## src/common/seq_pkg.sv

```systemverilog
// Shared constants, types and helpers for the engine start sequencer
package seq_pkg;
    localparam int CLK_HZ = 100_000_000;
    // Control sample period and delay tick
    localparam int SAMPLE_US = 1000;
    localparam int SAMPLE_CYC = SAMPLE_US * (CLK_HZ / 1_000_000);
    localparam int DLY_TICK_MS = 100;
    localparam int DLY_TICK_CYC = DLY_TICK_MS * (CLK_HZ / 1000);
    // Ramp denominators: position rate per second, setpoint rate per ten seconds, against clock cycles
    localparam int POS_DEN = CLK_HZ;
    localparam int SP_DEN = 10 * CLK_HZ;
    // Register byte offsets
    localparam logic [7:0] ADR_CTRL = 8'h00;
    localparam logic [7:0] ADR_START = 8'h04;
    localparam logic [7:0] ADR_STOPRUN = 8'h08;
    localparam logic [7:0] ADR_HYST = 8'h0c;
    localparam logic [7:0] ADR_LIMITS = 8'h10;
    localparam logic [7:0] ADR_ACTRATE = 8'h14;
    localparam logic [7:0] ADR_DELAY = 8'h18;
    localparam logic [7:0] ADR_SETPTS = 8'h1c;
    localparam logic [7:0] ADR_SPRATE = 8'h20;
    localparam logic [7:0] ADR_RATIO = 8'h24;
    localparam logic [7:0] ADR_STATUS = 8'h28;
    localparam logic [7:0] ADR_SETPT = 8'h2c;
    // Field positions
    localparam int F_MODE = 0;
    localparam int F_TGT = 2;
    localparam int F_LO = 0;
    localparam int F_HI = 16;
    localparam int F_CFGOK = 5;
    // Fuel modes
    localparam logic [1:0] MODE_SINGLE = 2'h0;
    localparam logic [1:0] MODE_RAMP = 2'h1;
    localparam logic [1:0] MODE_DELAY = 2'h2;
    // Reset values and legal ranges
    localparam logic [9:0] RATIO_RST = 10'h010;
    localparam logic [9:0] RATIO_MIN = 10'h001;
    localparam logic [9:0] RATIO_MAX = 10'h320;
    localparam logic [15:0] ARATE_RST = 16'h4e20;
    localparam logic [15:0] ARATE_MIN = 16'h0018;
    localparam logic [15:0] ARATE_MAX = 16'h4e20;
    localparam logic [12:0] SRATE_RST = 13'h0032;
    localparam logic [12:0] SRATE_MIN = 13'h0002;
    localparam logic [12:0] SRATE_MAX = 13'h1388;
    localparam logic [12:0] DLY_RST = 13'h000a;
    localparam logic [12:0] DLY_MIN = 13'h0001;
    localparam logic [12:0] DLY_MAX = 13'h10c2;
    localparam logic [13:0] POS_MAX = 14'h2710;

    typedef enum logic [4:0] {
        ST_STOPPED  = 5'h01,
        ST_FUEL1    = 5'h02,
        ST_FUEL2    = 5'h04,
        ST_RUN      = 5'h08,
        ST_STOPPING = 5'h10
    } seq_state_t;

    function automatic logic [15:0] steps_to_rpm(input logic [8:0] s);
        steps_to_rpm = {4'h0, s, 3'h0};
    endfunction : steps_to_rpm

    function automatic logic [31:0] be_merge(input logic [31:0] o, input logic [31:0] n, input logic [3:0] be);
        for (int i = 0; i < 4; i++)
            be_merge[8*i +: 8] = be[i] ? n[8*i +: 8] : o[8*i +: 8];
    endfunction : be_merge

    function automatic logic [15:0] clamp16(input logic [15:0] v, input logic [15:0] lo, input logic [15:0] hi);
        clamp16 = (v < lo) ? lo : ((v > hi) ? hi : v);
    endfunction : clamp16
endpackage : seq_pkg

```

## src/logic/rate_ramp.sv

```systemverilog
// Rate-limited value ramp, one step per accumulated rate quantum
`timescale 1ns/1ps
module rate_ramp #(
    parameter int W = 16,
    parameter int RW = 16,
    parameter int DEN = 1000
) (
    // Clock and reset
    input  wire logic          clk_i,
    input  wire logic          rst_i,
    // Control
    input  wire logic          load_i,
    input  wire logic [W-1:0]  load_val_i,
    input  wire logic          run_i,
    input  wire logic [W-1:0]  target_i,
    input  wire logic [RW-1:0] rate_i,
    // Result
    output logic      [W-1:0]  value_o
);
    logic [31:0] acc_r;
    logic [31:0] sum;

    assign sum = acc_r + 32'(rate_i);

    always_ff @(posedge clk_i)
    begin
        if (rst_i || load_i)
        begin
            acc_r   <= 32'h0;
            value_o <= rst_i ? '0 : load_val_i;
        end
        else if (run_i && value_o != target_i)
        begin
            // Rate never exceeds one unit per cycle, so one step suffices
            if (sum >= 32'(DEN))
            begin
                acc_r   <= sum - 32'(DEN);
                value_o <= (value_o < target_i) ? value_o + 1'b1 : value_o - 1'b1;
            end
            else
                acc_r <= sum;
        end
        else
            acc_r <= 32'h0;
    end
endmodule : rate_ramp

```

## src/logic/speed_scaler.sv

```systemverilog
// Shaft to engine speed conversion by restoring division
`timescale 1ns/1ps
module speed_scaler (
    // Clock and reset
    input  wire logic        clk_i,
    input  wire logic        rst_i,
    // Request
    input  wire logic        go_i,
    input  wire logic [15:0] shaft_i,
    input  wire logic [9:0]  ratio_i,
    // Result
    output logic      [15:0] engine_o,
    output logic             done_o
);
    logic [19:0] quo_r;
    logic [10:0] rem_r;
    logic [9:0]  div_r;
    logic [4:0]  cnt_r;
    logic        busy_r;
    logic [10:0] trial;

    assign trial = {rem_r[9:0], quo_r[19]};

    always_ff @(posedge clk_i)
    begin
        if (rst_i)
        begin
            busy_r   <= 1'b0;
            done_o   <= 1'b0;
            cnt_r    <= 5'h0;
            quo_r    <= 20'h0;
            rem_r    <= 11'h0;
            div_r    <= 10'h0;
            engine_o <= 16'h0;
        end
        else if (go_i && !busy_r)
        begin
            // Ratio is Q4, so the dividend carries four extra bits
            busy_r <= 1'b1;
            done_o <= 1'b0;
            cnt_r  <= 5'h14;
            quo_r  <= {shaft_i, 4'h0};
            rem_r  <= 11'h0;
            div_r  <= ratio_i;
        end
        else if (busy_r)
        begin
            rem_r <= (trial >= {1'b0, div_r}) ? trial - {1'b0, div_r} : trial;
            quo_r <= {quo_r[18:0], trial >= {1'b0, div_r}};
            cnt_r <= cnt_r - 5'h1;
            if (cnt_r == 5'h1)
                busy_r <= 1'b0;
            done_o <= 1'b0;
        end
        else
        begin
            done_o <= cnt_r == 5'h0 && quo_r != 20'h0 ? 1'b0 : 1'b0;
            if (cnt_r == 5'h0 && div_r != 10'h0)
            begin
                engine_o <= (quo_r[19:16] != 4'h0) ? 16'hffff : quo_r[15:0];
                done_o   <= 1'b1;
                div_r    <= 10'h0;
            end
        end
    end
endmodule : speed_scaler

```

## src/logic/start_sequencer.sv

```systemverilog
// Engine start sequencer with Wishbone configuration registers
`timescale 1ns/1ps
module start_sequencer #(
    parameter int SAMPLE_CYCLES = seq_pkg::SAMPLE_CYC,
    parameter int DELAY_TICK_CYCLES = seq_pkg::DLY_TICK_CYC
) (
    // Clock and reset
    input  wire logic        clk_i,
    input  wire logic        rst_i,
    // Wishbone slave
    input  wire logic        wb_cyc_i,
    input  wire logic        wb_stb_i,
    input  wire logic        wb_we_i,
    input  wire logic [7:0]  wb_adr_i,
    input  wire logic [3:0]  wb_sel_i,
    input  wire logic [31:0] wb_dat_i,
    output logic      [31:0] wb_dat_o,
    output logic             wb_ack_o,
    // Engine side
    input  wire logic [15:0] shaft_speed_i,
    input  wire logic        run_enable_i,
    input  wire logic        error_i,
    // Speed controller
    input  wire logic [13:0] pid_demand_i,
    output logic             pid_enable_o,
    output logic             pid_load_o,
    output logic      [13:0] pid_preload_o,
    output logic      [15:0] setpoint_o,
    // Actuator and status
    output logic      [13:0] pos_demand_o,
    output logic      [4:0]  state_o
);
    seq_pkg::seq_state_t st_r;
    seq_pkg::seq_state_t st_nxt;

    // Configuration
    logic [1:0]  mode_r;
    logic        tgt_min_r;
    logic [8:0]  s1_r;
    logic [8:0]  s2_r;
    logic [8:0]  stop_r;
    logic [8:0]  run_r;
    logic [8:0]  hyst_r;
    logic [13:0] lim1_r;
    logic [13:0] lim2_r;
    logic [15:0] arate_r;
    logic [12:0] dly_r;
    logic [15:0] rated_r;
    logic [15:0] minsp_r;
    logic [12:0] srate_r;
    logic [9:0]  ratio_r;

    // Pin synchronisers
    logic [15:0] spd_s1;
    logic [15:0] spd_s2;
    logic        run_s1;
    logic        run_s2;
    logic        err_s1;
    logic        err_s2;

    always_ff @(posedge clk_i)
    begin
        spd_s1 <= shaft_speed_i;
        spd_s2 <= spd_s1;
        run_s1 <= run_enable_i;
        run_s2 <= run_s1;
        err_s1 <= error_i;
        err_s2 <= err_s1;
    end

    // Control sample tick
    logic [31:0] smp_cnt_r;
    logic        go_r;

    always_ff @(posedge clk_i)
    begin
        if (rst_i || smp_cnt_r == 32'(SAMPLE_CYCLES - 1))
            smp_cnt_r <= 32'h0;
        else
            smp_cnt_r <= smp_cnt_r + 32'h1;
        go_r <= !rst_i && smp_cnt_r == 32'(SAMPLE_CYCLES - 1);
    end

    logic [15:0] eng_w;
    logic        eng_done;
    logic [15:0] eng_r;
    logic        eval_r;

    speed_scaler u_scaler (
        .clk_i    (clk_i),
        .rst_i    (rst_i),
        .go_i     (go_r),
        .shaft_i  (spd_s2),
        .ratio_i  (ratio_r),
        .engine_o (eng_w),
        .done_o   (eng_done)
    );

    always_ff @(posedge clk_i)
    begin
        eval_r <= !rst_i && eng_done;
        if (rst_i)
            eng_r <= 16'h0;
        else if (eng_done)
            eng_r <= eng_w;
    end

    logic [15:0] t_s1;
    logic [15:0] t_s2;
    logic [15:0] t_stop;
    logic [15:0] t_run;
    logic [8:0]  h_eff;
    logic [15:0] t_low;
    logic        cfg_ok;
    logic        dual;

    assign t_s1   = seq_pkg::steps_to_rpm(s1_r);
    assign t_s2   = seq_pkg::steps_to_rpm(s2_r);
    assign t_stop = seq_pkg::steps_to_rpm(stop_r);
    assign t_run  = seq_pkg::steps_to_rpm(run_r);
    assign dual   = mode_r != seq_pkg::MODE_SINGLE;
    // hysteresis held between half and all of first_start_fuel_state
    assign h_eff  = (hyst_r > s1_r) ? s1_r : ((hyst_r < (s1_r >> 1)) ? (s1_r >> 1) : hyst_r);
    assign t_low  = t_s1 - seq_pkg::steps_to_rpm(h_eff);
    // ordering; a bad set blocks starting
    assign cfg_ok = (s1_r < stop_r) && (stop_r < run_r) && (t_run < minsp_r)
                    && (!dual || (s1_r < s2_r && s2_r < stop_r));

    // Shutdown latch
    logic shut_r;

    always_ff @(posedge clk_i)
    begin
        // Set wins over the clear, so an error seen in stopped is kept
        if (rst_i)
            shut_r <= 1'b0;
        else if (err_s2)
            shut_r <= 1'b1;
        else if (st_r == seq_pkg::ST_STOPPED)
            shut_r <= 1'b0;
    end

    // Delay timer for the two-level delay mode
    logic [31:0] dtick_r;
    logic [12:0] dcnt_r;
    logic        dly_done;

    assign dly_done = (mode_r != seq_pkg::MODE_DELAY) || (dcnt_r >= dly_r);

    // hold time counted in second start fuel
    always_ff @(posedge clk_i)
    begin
        if (rst_i || st_r != seq_pkg::ST_FUEL2)
        begin
            dtick_r <= 32'h0;
            dcnt_r  <= 13'h0;
        end
        else if (!dly_done)
        begin
            if (dtick_r == 32'(DELAY_TICK_CYCLES - 1))
            begin
                dtick_r <= 32'h0;
                dcnt_r  <= dcnt_r + 13'h1;
            end
            else
                dtick_r <= dtick_r + 32'h1;
        end
    end

    always_comb
    begin
        st_nxt = st_r;
        if (err_s2)
            st_nxt = seq_pkg::ST_STOPPING;
        else
        begin
            case (st_r)
                seq_pkg::ST_STOPPED:
                    if (eval_r && run_s2 && cfg_ok && eng_r > t_s1)
                        st_nxt = seq_pkg::ST_FUEL1;
                seq_pkg::ST_FUEL1, seq_pkg::ST_FUEL2:
                    if (!run_s2)
                        st_nxt = seq_pkg::ST_STOPPING;
                    else if (eval_r)
                    begin
                        if (eng_r < t_low)
                            st_nxt = seq_pkg::ST_STOPPING;
                        else if (eng_r > t_run)
                            st_nxt = seq_pkg::ST_RUN;
                        else if (st_r == seq_pkg::ST_FUEL1 && dual && eng_r > t_s2)
                            st_nxt = seq_pkg::ST_FUEL2;
                    end
                seq_pkg::ST_RUN:
                    if (!run_s2)
                        st_nxt = seq_pkg::ST_STOPPING;
                seq_pkg::ST_STOPPING:
                    if (eval_r)
                    begin
                        if (eng_r < t_stop)
                            st_nxt = seq_pkg::ST_STOPPED;
                        else if (!shut_r && run_s2 && eng_r > t_stop)
                            st_nxt = seq_pkg::ST_RUN;
                    end
                default:
                    st_nxt = seq_pkg::ST_STOPPING;
            endcase
        end
    end

    always_ff @(posedge clk_i)
    begin
        if (rst_i)
            st_r <= seq_pkg::ST_STOPPED;
        else
            st_r <= st_nxt;
    end

    logic        enter_f1;
    logic        enter_run;
    logic [13:0] pos_w;
    logic [15:0] sp_w;

    assign enter_f1  = st_r == seq_pkg::ST_STOPPED && st_nxt == seq_pkg::ST_FUEL1;
    assign enter_run = st_r != seq_pkg::ST_RUN && st_nxt == seq_pkg::ST_RUN;

    rate_ramp #(.W(14), .RW(16), .DEN(seq_pkg::POS_DEN)) u_pos_ramp (
        .clk_i      (clk_i),
        .rst_i      (rst_i),
        .load_i     (enter_f1),
        .load_val_i (lim1_r),
        .run_i      (st_r == seq_pkg::ST_FUEL2 && dly_done),
        .target_i   (lim2_r),
        .rate_i     (arate_r),
        .value_o    (pos_w)
    );

    rate_ramp #(.W(16), .RW(13), .DEN(seq_pkg::SP_DEN)) u_sp_ramp (
        .clk_i      (clk_i),
        .rst_i      (rst_i),
        .load_i     (enter_run),
        .load_val_i (t_run),
        .run_i      (st_r == seq_pkg::ST_RUN),
        .target_i   (tgt_min_r ? minsp_r : rated_r),
        .rate_i     (srate_r),
        .value_o    (sp_w)
    );

    always_ff @(posedge clk_i)
    begin
        if (rst_i)
        begin
            pos_demand_o  <= 14'h0;
            pid_enable_o  <= 1'b0;
            pid_load_o    <= 1'b0;
            pid_preload_o <= 14'h0;
            setpoint_o    <= 16'h0;
            state_o       <= seq_pkg::ST_STOPPED;
        end
        else
        begin
            state_o    <= st_r;
            setpoint_o <= sp_w;
            // controller seeded with the open-loop demand
            pid_load_o <= enter_run;
            if (enter_run)
                pid_preload_o <= pos_demand_o;
            pid_enable_o <= st_r == seq_pkg::ST_RUN;
            case (st_r)
                // first level capped at its limit
                seq_pkg::ST_FUEL1:
                    pos_demand_o <= (pos_w > lim1_r) ? lim1_r : pos_w;
                seq_pkg::ST_FUEL2:
                    pos_demand_o <= pos_w;
                seq_pkg::ST_RUN:
                    // Hold while the controller takes its preload
                    pos_demand_o <= pid_load_o ? pos_demand_o : pid_demand_i;
                default:
                    pos_demand_o <= 14'h0;
            endcase
        end
    end

    // Register read view
    logic [31:0] rd;
    logic [31:0] wv;
    logic        acc;

    always_comb
    begin
        case (wb_adr_i)
            seq_pkg::ADR_CTRL:    rd = {29'h0, tgt_min_r, mode_r};
            seq_pkg::ADR_START:   rd = {7'h0, s2_r, 7'h0, s1_r};
            seq_pkg::ADR_STOPRUN: rd = {7'h0, run_r, 7'h0, stop_r};
            seq_pkg::ADR_HYST:    rd = {23'h0, hyst_r};
            seq_pkg::ADR_LIMITS:  rd = {2'h0, lim2_r, 2'h0, lim1_r};
            seq_pkg::ADR_ACTRATE: rd = {16'h0, arate_r};
            seq_pkg::ADR_DELAY:   rd = {19'h0, dly_r};
            seq_pkg::ADR_SETPTS:  rd = {minsp_r, rated_r};
            seq_pkg::ADR_SPRATE:  rd = {19'h0, srate_r};
            seq_pkg::ADR_RATIO:   rd = {22'h0, ratio_r};
            seq_pkg::ADR_STATUS:  rd = {eng_r, 10'h0, cfg_ok, st_r};
            seq_pkg::ADR_SETPT:   rd = {16'h0, sp_w};
            default:              rd = 32'h0;
        endcase
    end

    assign acc = wb_cyc_i && wb_stb_i && !wb_ack_o;
    assign wv  = seq_pkg::be_merge(rd, wb_dat_i, wb_sel_i);

    // Ack one cycle after the strobe; unmapped reads zero, writes dropped
    always_ff @(posedge clk_i)
    begin
        wb_ack_o <= !rst_i && acc;
        wb_dat_o <= rst_i ? 32'h0 : rd;
    end

    always_ff @(posedge clk_i)
    begin
        if (rst_i)
        begin
            mode_r    <= seq_pkg::MODE_SINGLE;
            tgt_min_r <= 1'b0;
            s1_r      <= 9'h0;
            s2_r      <= 9'h0;
            stop_r    <= 9'h0;
            run_r     <= 9'h0;
            hyst_r    <= 9'h0;
            lim1_r    <= 14'h0;
            lim2_r    <= 14'h0;
            arate_r   <= seq_pkg::ARATE_RST;
            dly_r     <= seq_pkg::DLY_RST;
            rated_r   <= 16'h0;
            minsp_r   <= 16'h0;
            srate_r   <= seq_pkg::SRATE_RST;
            ratio_r   <= seq_pkg::RATIO_RST;
        end
        else if (acc && wb_we_i)
        begin
            case (wb_adr_i)
                seq_pkg::ADR_CTRL:
                begin
                    mode_r    <= (wv[1:0] == 2'h3) ? seq_pkg::MODE_SINGLE : wv[1:0];
                    tgt_min_r <= wv[seq_pkg::F_TGT];
                end
                seq_pkg::ADR_START:
                begin
                    s1_r <= wv[seq_pkg::F_LO +: 9];
                    s2_r <= wv[seq_pkg::F_HI +: 9];
                end
                seq_pkg::ADR_STOPRUN:
                begin
                    stop_r <= wv[seq_pkg::F_LO +: 9];
                    run_r  <= wv[seq_pkg::F_HI +: 9];
                end
                seq_pkg::ADR_HYST:
                    hyst_r <= wv[8:0];
                seq_pkg::ADR_LIMITS:
                begin
                    lim1_r <= 14'(seq_pkg::clamp16({2'h0, wv[13:0]}, 16'h0, {2'h0, seq_pkg::POS_MAX}));
                    lim2_r <= 14'(seq_pkg::clamp16({2'h0, wv[29:16]}, 16'h0, {2'h0, seq_pkg::POS_MAX}));
                end
                seq_pkg::ADR_ACTRATE:
                    arate_r <= seq_pkg::clamp16(wv[15:0], seq_pkg::ARATE_MIN, seq_pkg::ARATE_MAX);
                seq_pkg::ADR_DELAY:
                    dly_r <= 13'(seq_pkg::clamp16({3'h0, wv[12:0]}, {3'h0, seq_pkg::DLY_MIN},
                                                  {3'h0, seq_pkg::DLY_MAX}));
                seq_pkg::ADR_SETPTS:
                begin
                    rated_r <= wv[15:0];
                    minsp_r <= wv[31:16];
                end
                seq_pkg::ADR_SPRATE:
                    srate_r <= 13'(seq_pkg::clamp16({3'h0, wv[12:0]}, {3'h0, seq_pkg::SRATE_MIN},
                                                    {3'h0, seq_pkg::SRATE_MAX}));
                seq_pkg::ADR_RATIO:
                    ratio_r <= 10'(seq_pkg::clamp16({6'h0, wv[9:0]}, {6'h0, seq_pkg::RATIO_MIN},
                                                    {6'h0, seq_pkg::RATIO_MAX}));
                default:
                    ;
            endcase
        end
    end
endmodule : start_sequencer

```

## config.mk

```make
export PLATFORM = sky130hd
export DESIGN_NAME = start_sequencer
export DESIGN_NICKNAME = d
export VERILOG_FILES = /design/src/common/seq_pkg.sv /design/src/logic/rate_ramp.sv /design/src/logic/speed_scaler.sv /design/src/logic/start_sequencer.sv
export SDC_FILE = /design/constraint.sdc
export NUM_CORES = 2
export LEC_CHECK = 0
export BUFFER_PORTS_ARGS = -buffer_cell sky130_fd_sc_hd__buf_2
export CORE_UTILIZATION = 56
export CTS_CLUSTER_SIZE = 10
export DETAILED_ROUTE_END_ITERATION = 7
export PLACE_DENSITY = 0.78
export RECOVER_POWER = 25
export SLEW_MARGIN = 25
export SYNTH_ARGS = -nofsm -noshare
export SYNTH_HDL_FRONTEND = slang
export SYNTH_SLANG_ARGS = --single-unit
```

## constraint.sdc

```tcl
create_clock -name clk_i -period 6.6 [get_ports clk_i]
set_clock_uncertainty 0.1 [all_clocks]
set_input_delay 0.66 -clock clk_i [delete_from_list [all_inputs] [get_ports clk_i]]
set_output_delay 0.66 -clock clk_i [all_outputs]
set_load 0.005 [all_outputs]
```

After elaboration in Yosys (flattened, before gate mapping)
Cells that the tools add are included.
Widths: inputs -> output; s select.
- flip-flop bits (word level): 538
- input bits: 81
- output and inout bits: 84
- add/sub/neg operators: 14
- $lt $le $gt $ge: 30
- equal/unequal tests: 29
- mux-type cells: 62
- bitwise logic cells: 5
- reduce and logical (&&, ||, !) cells: 67
- operators by type and width (cell ; count):
    $pmux 32 s12 ; 1
    $mux 16 ; 8
    $mux 14 ; 9
    $mux 32 ; 3
    $mux 5 ; 13
    $add 32x1->32 const B ; 2
    $gt 16x12->1 ; 4
    $mux 10 ; 6
    $mux 13 ; 4
    $pmux 14 s3 ; 1
    $mux 20 ; 2
    $lt 9x9->1 ; 4
    $add 32x13->32 ; 1
    $add 32x16->32 ; 1
    $eq 32x17->1 const B ; 1
    $eq 32x24->1 const B ; 1
    $eq 8x5->1 const B ; 4
    $eq 8x6->1 const B ; 4
    $ge 32x27->1 const B ; 1
    $ge 32x30->1 const B ; 1
    $lt 16x16->1 ; 2
    $mux 8 ; 4
    $sub 32x27->32 const B ; 1
    $sub 32x30->32 const B ; 1
    55 further kinds ; 128

Longest topological paths before layout
- depth after elaboration: 15
- gate-level depth with buffers: 34
- mapped depth without buffers: 32

Modules after synthesis
From an unflattened synthesis, not the netlist that was laid out.
- cells, all modules: 3885
- area total of the unflattened synthesis: 32686.3 µm²
- modules (own cells, without submodules) (module ; instances ; cells each ; area each (µm²)):
    start_sequencer ; 1 ; 2416 ; 20537.2
    rate_ramp at u_sp_ramp ; 1 ; 550 ; 4554.4
    rate_ramp at u_pos_ramp ; 1 ; 543 ; 4441.8
    speed_scaler ; 1 ; 376 ; 3153.0

Least setup slack after synthesis
No wires, ideal clock.
- kind: register -> register
- start: register s1_r[2]
- end: register u_sp_ramp.value_o[0] (enable)
- arrival: 6.630 ns
- required time: 6.035 ns
- setup slack: -0.594 ns
- cell stages (with the launch flop): 33
- cell sequence: dfxtp_1 > inv_1 > ha_1 > a21o_1 > a21o_1 > a21o_1 > a21oi_1 > nor2b_1 > o21ai_0 > nand2b_1 > a211oi_1 > mux2_2 > mux2i_1 > ha_1 > nor2b_1 > o21ai_0 > nand2b_1 > a21oi_1 > o21bai_1 > a21o_1 > a21o_1 > a21o_1 > a21o_1 > ha_1 > a21oi_1 > nand4_1 > a22o_1 > nor2_1 > a21o_1 > o22ai_1 > a31oi_1 > clkbuf_1 > o21ai_0
- cells in the longest elaborated chain, start to end: 15
- ends and longest elaborated chain (element ; RTL line ; RTL):
    from (decl) ; start_sequencer.sv:39 ; logic [8:0] s1_r;
    from (signal assigned) ; start_sequencer.sv:347 ; s1_r <= wv[seq_pkg::F_LO +: 9];
    $lt 9x8->1 ; start_sequencer.sv:123 ; assign h_eff = (hyst_r > s1_r) ? s1_r : ((hyst_r < (s1_r >> 1)) ? (s1_r >> 1) : hyst_r);
    $mux 9 (2 in a row) ; start_sequencer.sv:123 ;
    $sub 12x12->13 ; start_sequencer.sv:124 ; assign t_low = t_s1 - seq_pkg::steps_to_rpm(h_eff);
    $lt 16x16->1 ; start_sequencer.sv:186 ; if (eng_r < t_low)
    $mux 5 ; start_sequencer.sv:186 ;
    $mux 5 ; start_sequencer.sv:184 ; else if (eval_r)
    $mux 5 ; start_sequencer.sv:182 ; if (!run_s2)
    $pmux 5 s4 (*) ; start_sequencer.sv:177 ; case (st_r)
    $mux 5 (*) ; start_sequencer.sv:173 ; if (err_s2)
    $eq 5x4->1 (*) ; start_sequencer.sv:224 ; assign enter_run = st_r != seq_pkg::ST_RUN && st_nxt == seq_pkg::ST_RUN;
    $logic_and 1x1->1 (*) ; start_sequencer.sv:224 ;
    $logic_or 1x1->1 (*) ; rate_ramp.sv:27 ; if (rst_i || load_i)
    $reduce_bool 2->1 (no line) ; -- ;
    $reduce_and 2->1 (no line) (*) ; -- ;
    to (signal assigned) ; rate_ramp.sv:30 ; value_o <= rst_i ? '0 : load_val_i;
    to (signal assigned) ; rate_ramp.sv:38 ; value_o <= (value_o < target_i) ? value_o + 1'b1 : value_o - 1'b1;
    to (decl) ; rate_ramp.sv:18 ; output logic [W-1:0] value_o
Every way passes the cells marked *; elsewhere a longest branch is shown, timed or not.
A chain may end at the register's enable or synchronous reset.

Worst setup path in the final report
- start: register s1_r[2]
- end: register u_sp_ramp.value_o[2] (enable)
The elaborated chain is that of the path after synthesis.

==> flow_summary.json <==
{
  "ant_nets": 0,
  "grt_overflow": 0,
  "die_w_um": 238,
  "maxCapViolCount": 2,
  "io_buffers": 164,
  "grt_usage_pct": 34.7,
  "syn_inst": 3693,
  "dieArea_um2": 56500,
  "drt_iter0_drc": 3013,
  "clkTransAtPathRegs_ns": 0.06,
  "crit_arrival_ns": 6.69,
  "cp_slowest_stage_delay_ns": 0.36,
  "violations": "max-capacitance violations, max-slew violations",
  "grt_antenna_before_repair": 3,
  "p_per_area_nw_per_um2": 269,
  "ys_seq_area_share_pct": 35.6,
  "finalHoldViolations": 0,
  "ys_types": 105,
  "cts.path.max_buffers": 3,
  "die_y_um": 238,
  "min_period_ns": 6.40,
  "syn_area_per_cell_um2": 8.43,
  "cp.depth": 33,
  "cts.sinks": 538,
  "peakVddDrop_uv": 246,
  "ys_seq_elements": 538,
  "synth-async-reset-ratio_pct": 0,
  "cts_buffers": 66,
  "area_delta_synth_final_pct": 12.4,
  "synth_fp_nets": 4025,
  "core_area_um2": 55000,
  "avgViaCountPerCell": 6.22,
  "hold_class": "in2reg",
  "cts_tree": "done",
  "hold_buffers": 0,
  "p_leak_uw": 0.0134,
  "routed_wl_um": 100000,
  "worst_pin_slew_ns": 4.53,
  "drtPass1Iterations": 6,
  "synth_edf_count": 30,
  "multi_input_area_um2": 18900,
  "setup_viol_count_final": 0,
  "htree_levels": 3,
  "regArea_um2": 11100,
  "r2r_cells": 33,
  "cp_slowest_cell": "a31oi_4",
  "cp.required_ns": 6.89,
  "critPathCaptureType": "register",
  "whs_path_depth": 1,
  "rows": 86,
  "status": "finished, violations left",
  "finalCoreUtilization_pct": 63.7,
  "nFillCells": 4653,
  "root_buffer": "clkbuf_16",
  "place_congestion": 1.05,
  "grt_pass1_wl_um": 153000,
  "critPathBufInv": 3,
  "period_share_pct": 97.0,
  "finalMaxSlewViolations": 181,
  "worstPathMaxFanout": 8,
  "drive_above_1_share_pct": 11.1,
  "slew_headroom_pct": -202,
  "grt_max_degree": 95,
  "insertion_delay_ns": 0.64,
  "syn_area_um2": 31100,
  "hpwl_um": 73000,
  "final_nets": 4168,
  "drc": 0,
  "start_util_pct": 56.6,
  "path_delay_family": "compound AO/OA/AOI/OAI gates",
  "grt_pass1_vias": 26800,
  "max_freq_mhz": 156,
  "vias": 28700,
  "cp_common_cell": "a21o_1",
  "yosysWarnings": 0,
  "criticalPathCategory": "reg2reg",
  "ioPinCount": 165,
  "routedWlPerCell_um": 21.7,
  "power_uw": 9430,
  "critPathLaunchType": "register",
  "ys.flop_type": "dfxtp_1"
}
[routing by layer]
layer	vias up	part of all wire (%)	wire length (um)	global-route usage, %
met5	-	0.012	12	0
met4	2	5.3	5340	17.6
met3	300	9.5	9490	8.26
met2	1333	44	44200	54.7
met1	13500	41	41100	44.3
li1	13500	-	-	-
[kinds of logic after synthesis]
kind of cell / share of synthesized area (%)
and+or+nand+nor: 20.6
AOI/OAI and AO/OA: 19.5
DFF: 35.6
buffers and inverters: 4.25
adders and majority gates: 10.2
xor gates and xnor gates: 5.20
muxes: 4.61
[cell type report]
class | instances | share of cell area [%]
Clock inverter | 10 | 0.515
Tap cell | 748 | 2.67
Multi-Input combinational cell | 2815 | 54.1
Timing Repair Buffer | 238 | 4.03
Sequential cell | 538 | 31.6
Inverter | 177 | 1.90
Clock buffer | 89 | 5.17
Antenna cell | 2 | 0.0143
[flip-flops by register name, indices dropped and copies added (netlist names), 14 cells and up]
name and cells:
dtick_r 32, smp_cnt_r 32, u_pos_ramp.acc_r 32, u_sp_ramp.acc_r 32, wb_dat_o 32, u_scaler.quo_r 20, arate_r 16, eng_r 16
minsp_r 16, rated_r 16, setpoint_o 16, spd_s1 16, spd_s2 16, u_scaler.engine_o 16, u_sp_ramp.value_o 16, lim1_r 14
lim2_r 14, pid_preload_o 14, pos_demand_o 14, u_pos_ramp.value_o 14
[timing repair]
| action | CTS | global route |
|---|---|---|
| endpoints found under the setup margin | 0 | 47 |
| endpoints found under the hold margin | 0 | 0 |
| resized for setup | 0 | 28 |
| buffers inserted | 0 | 8 |
[report_power, final]
part	total [uW]	switching (uW)	internal (uW)
Clock	3400	1460	1930
Combinational	2320	1240	1080
Sequential	3710	213	3490
[Yosys cell counts, drive strengths merged, types with 54 or more instances]
library cell	count	area share, %
dfxtp	508	33
nand2	428	5.2
nor2	394	4.8
a21oi	282	4.6
ha	245	9.8
inv	177	2.1
clkbuf	123	1.5
o21ai	120	2.0
mux2i	112	3.6
xnor2	111	3.1
nand3	104	1.7
xor2	73	2.1
nor2b	58	1.2
a21o	56	1.4
nor3	54	0.88
[placed cells by master (no fill, tap or decap), drive strengths merged, types with 32 or more instances in the layout]
| cell type | Yosys | routed |
|---|---|---|
| dfxtp | 508 | 508 |
| nand2 | 428 | 428 |
| nor2 | 394 | 394 |
| a21oi | 282 | 282 |
| ha | 245 | 245 |
| buf | 40 | 214 |
| inv | 177 | 179 |
| o21ai | 120 | 120 |
| clkbuf | 123 | 113 |
| mux2i | 112 | 112 |
| xnor2 | 111 | 111 |
| nand3 | 104 | 104 |
| xor2 | 73 | 73 |
| nor2b | 58 | 58 |
| a21o | 56 | 56 |
| nor3 | 54 | 54 |
| nand4 | 52 | 52 |
| a211oi | 52 | 52 |
| and3 | 48 | 48 |
| a22oi | 46 | 46 |
| and2 | 35 | 35 |
| o21a | 34 | 34 |
| nand2b | 33 | 33 |
| a22o | 32 | 32 |
[per-stage QoR]
step	instance area [um2]	setup TNS [ns]	hold slack, ns	setup WS (ns)	cells
finish	35000	0	0.0474	0.201	4617
global route	35000	-1.85	0.0196	-0.0616	4617
CTS	34800	0	0.0172	0.00830	4605
detailed placement	32800	0	0.213	0.0384	4506
global placement	32800	0	0.212	0.0431	4506
floorplan	31100	0	0.210	0.147	3693
[final timing paths]
kind	endpoint	slack [ns]	from
max	u_sp_ramp.value_o[2]	0.20	s1_r[2]
min	err_s1	0.05	error_i
max reg2reg	u_sp_ramp.value_o[2]	0.20	s1_r[2]
min reg2reg	spd_s2[10]	0.22	spd_s1[10]
Power figures use the tool's default switching activity.
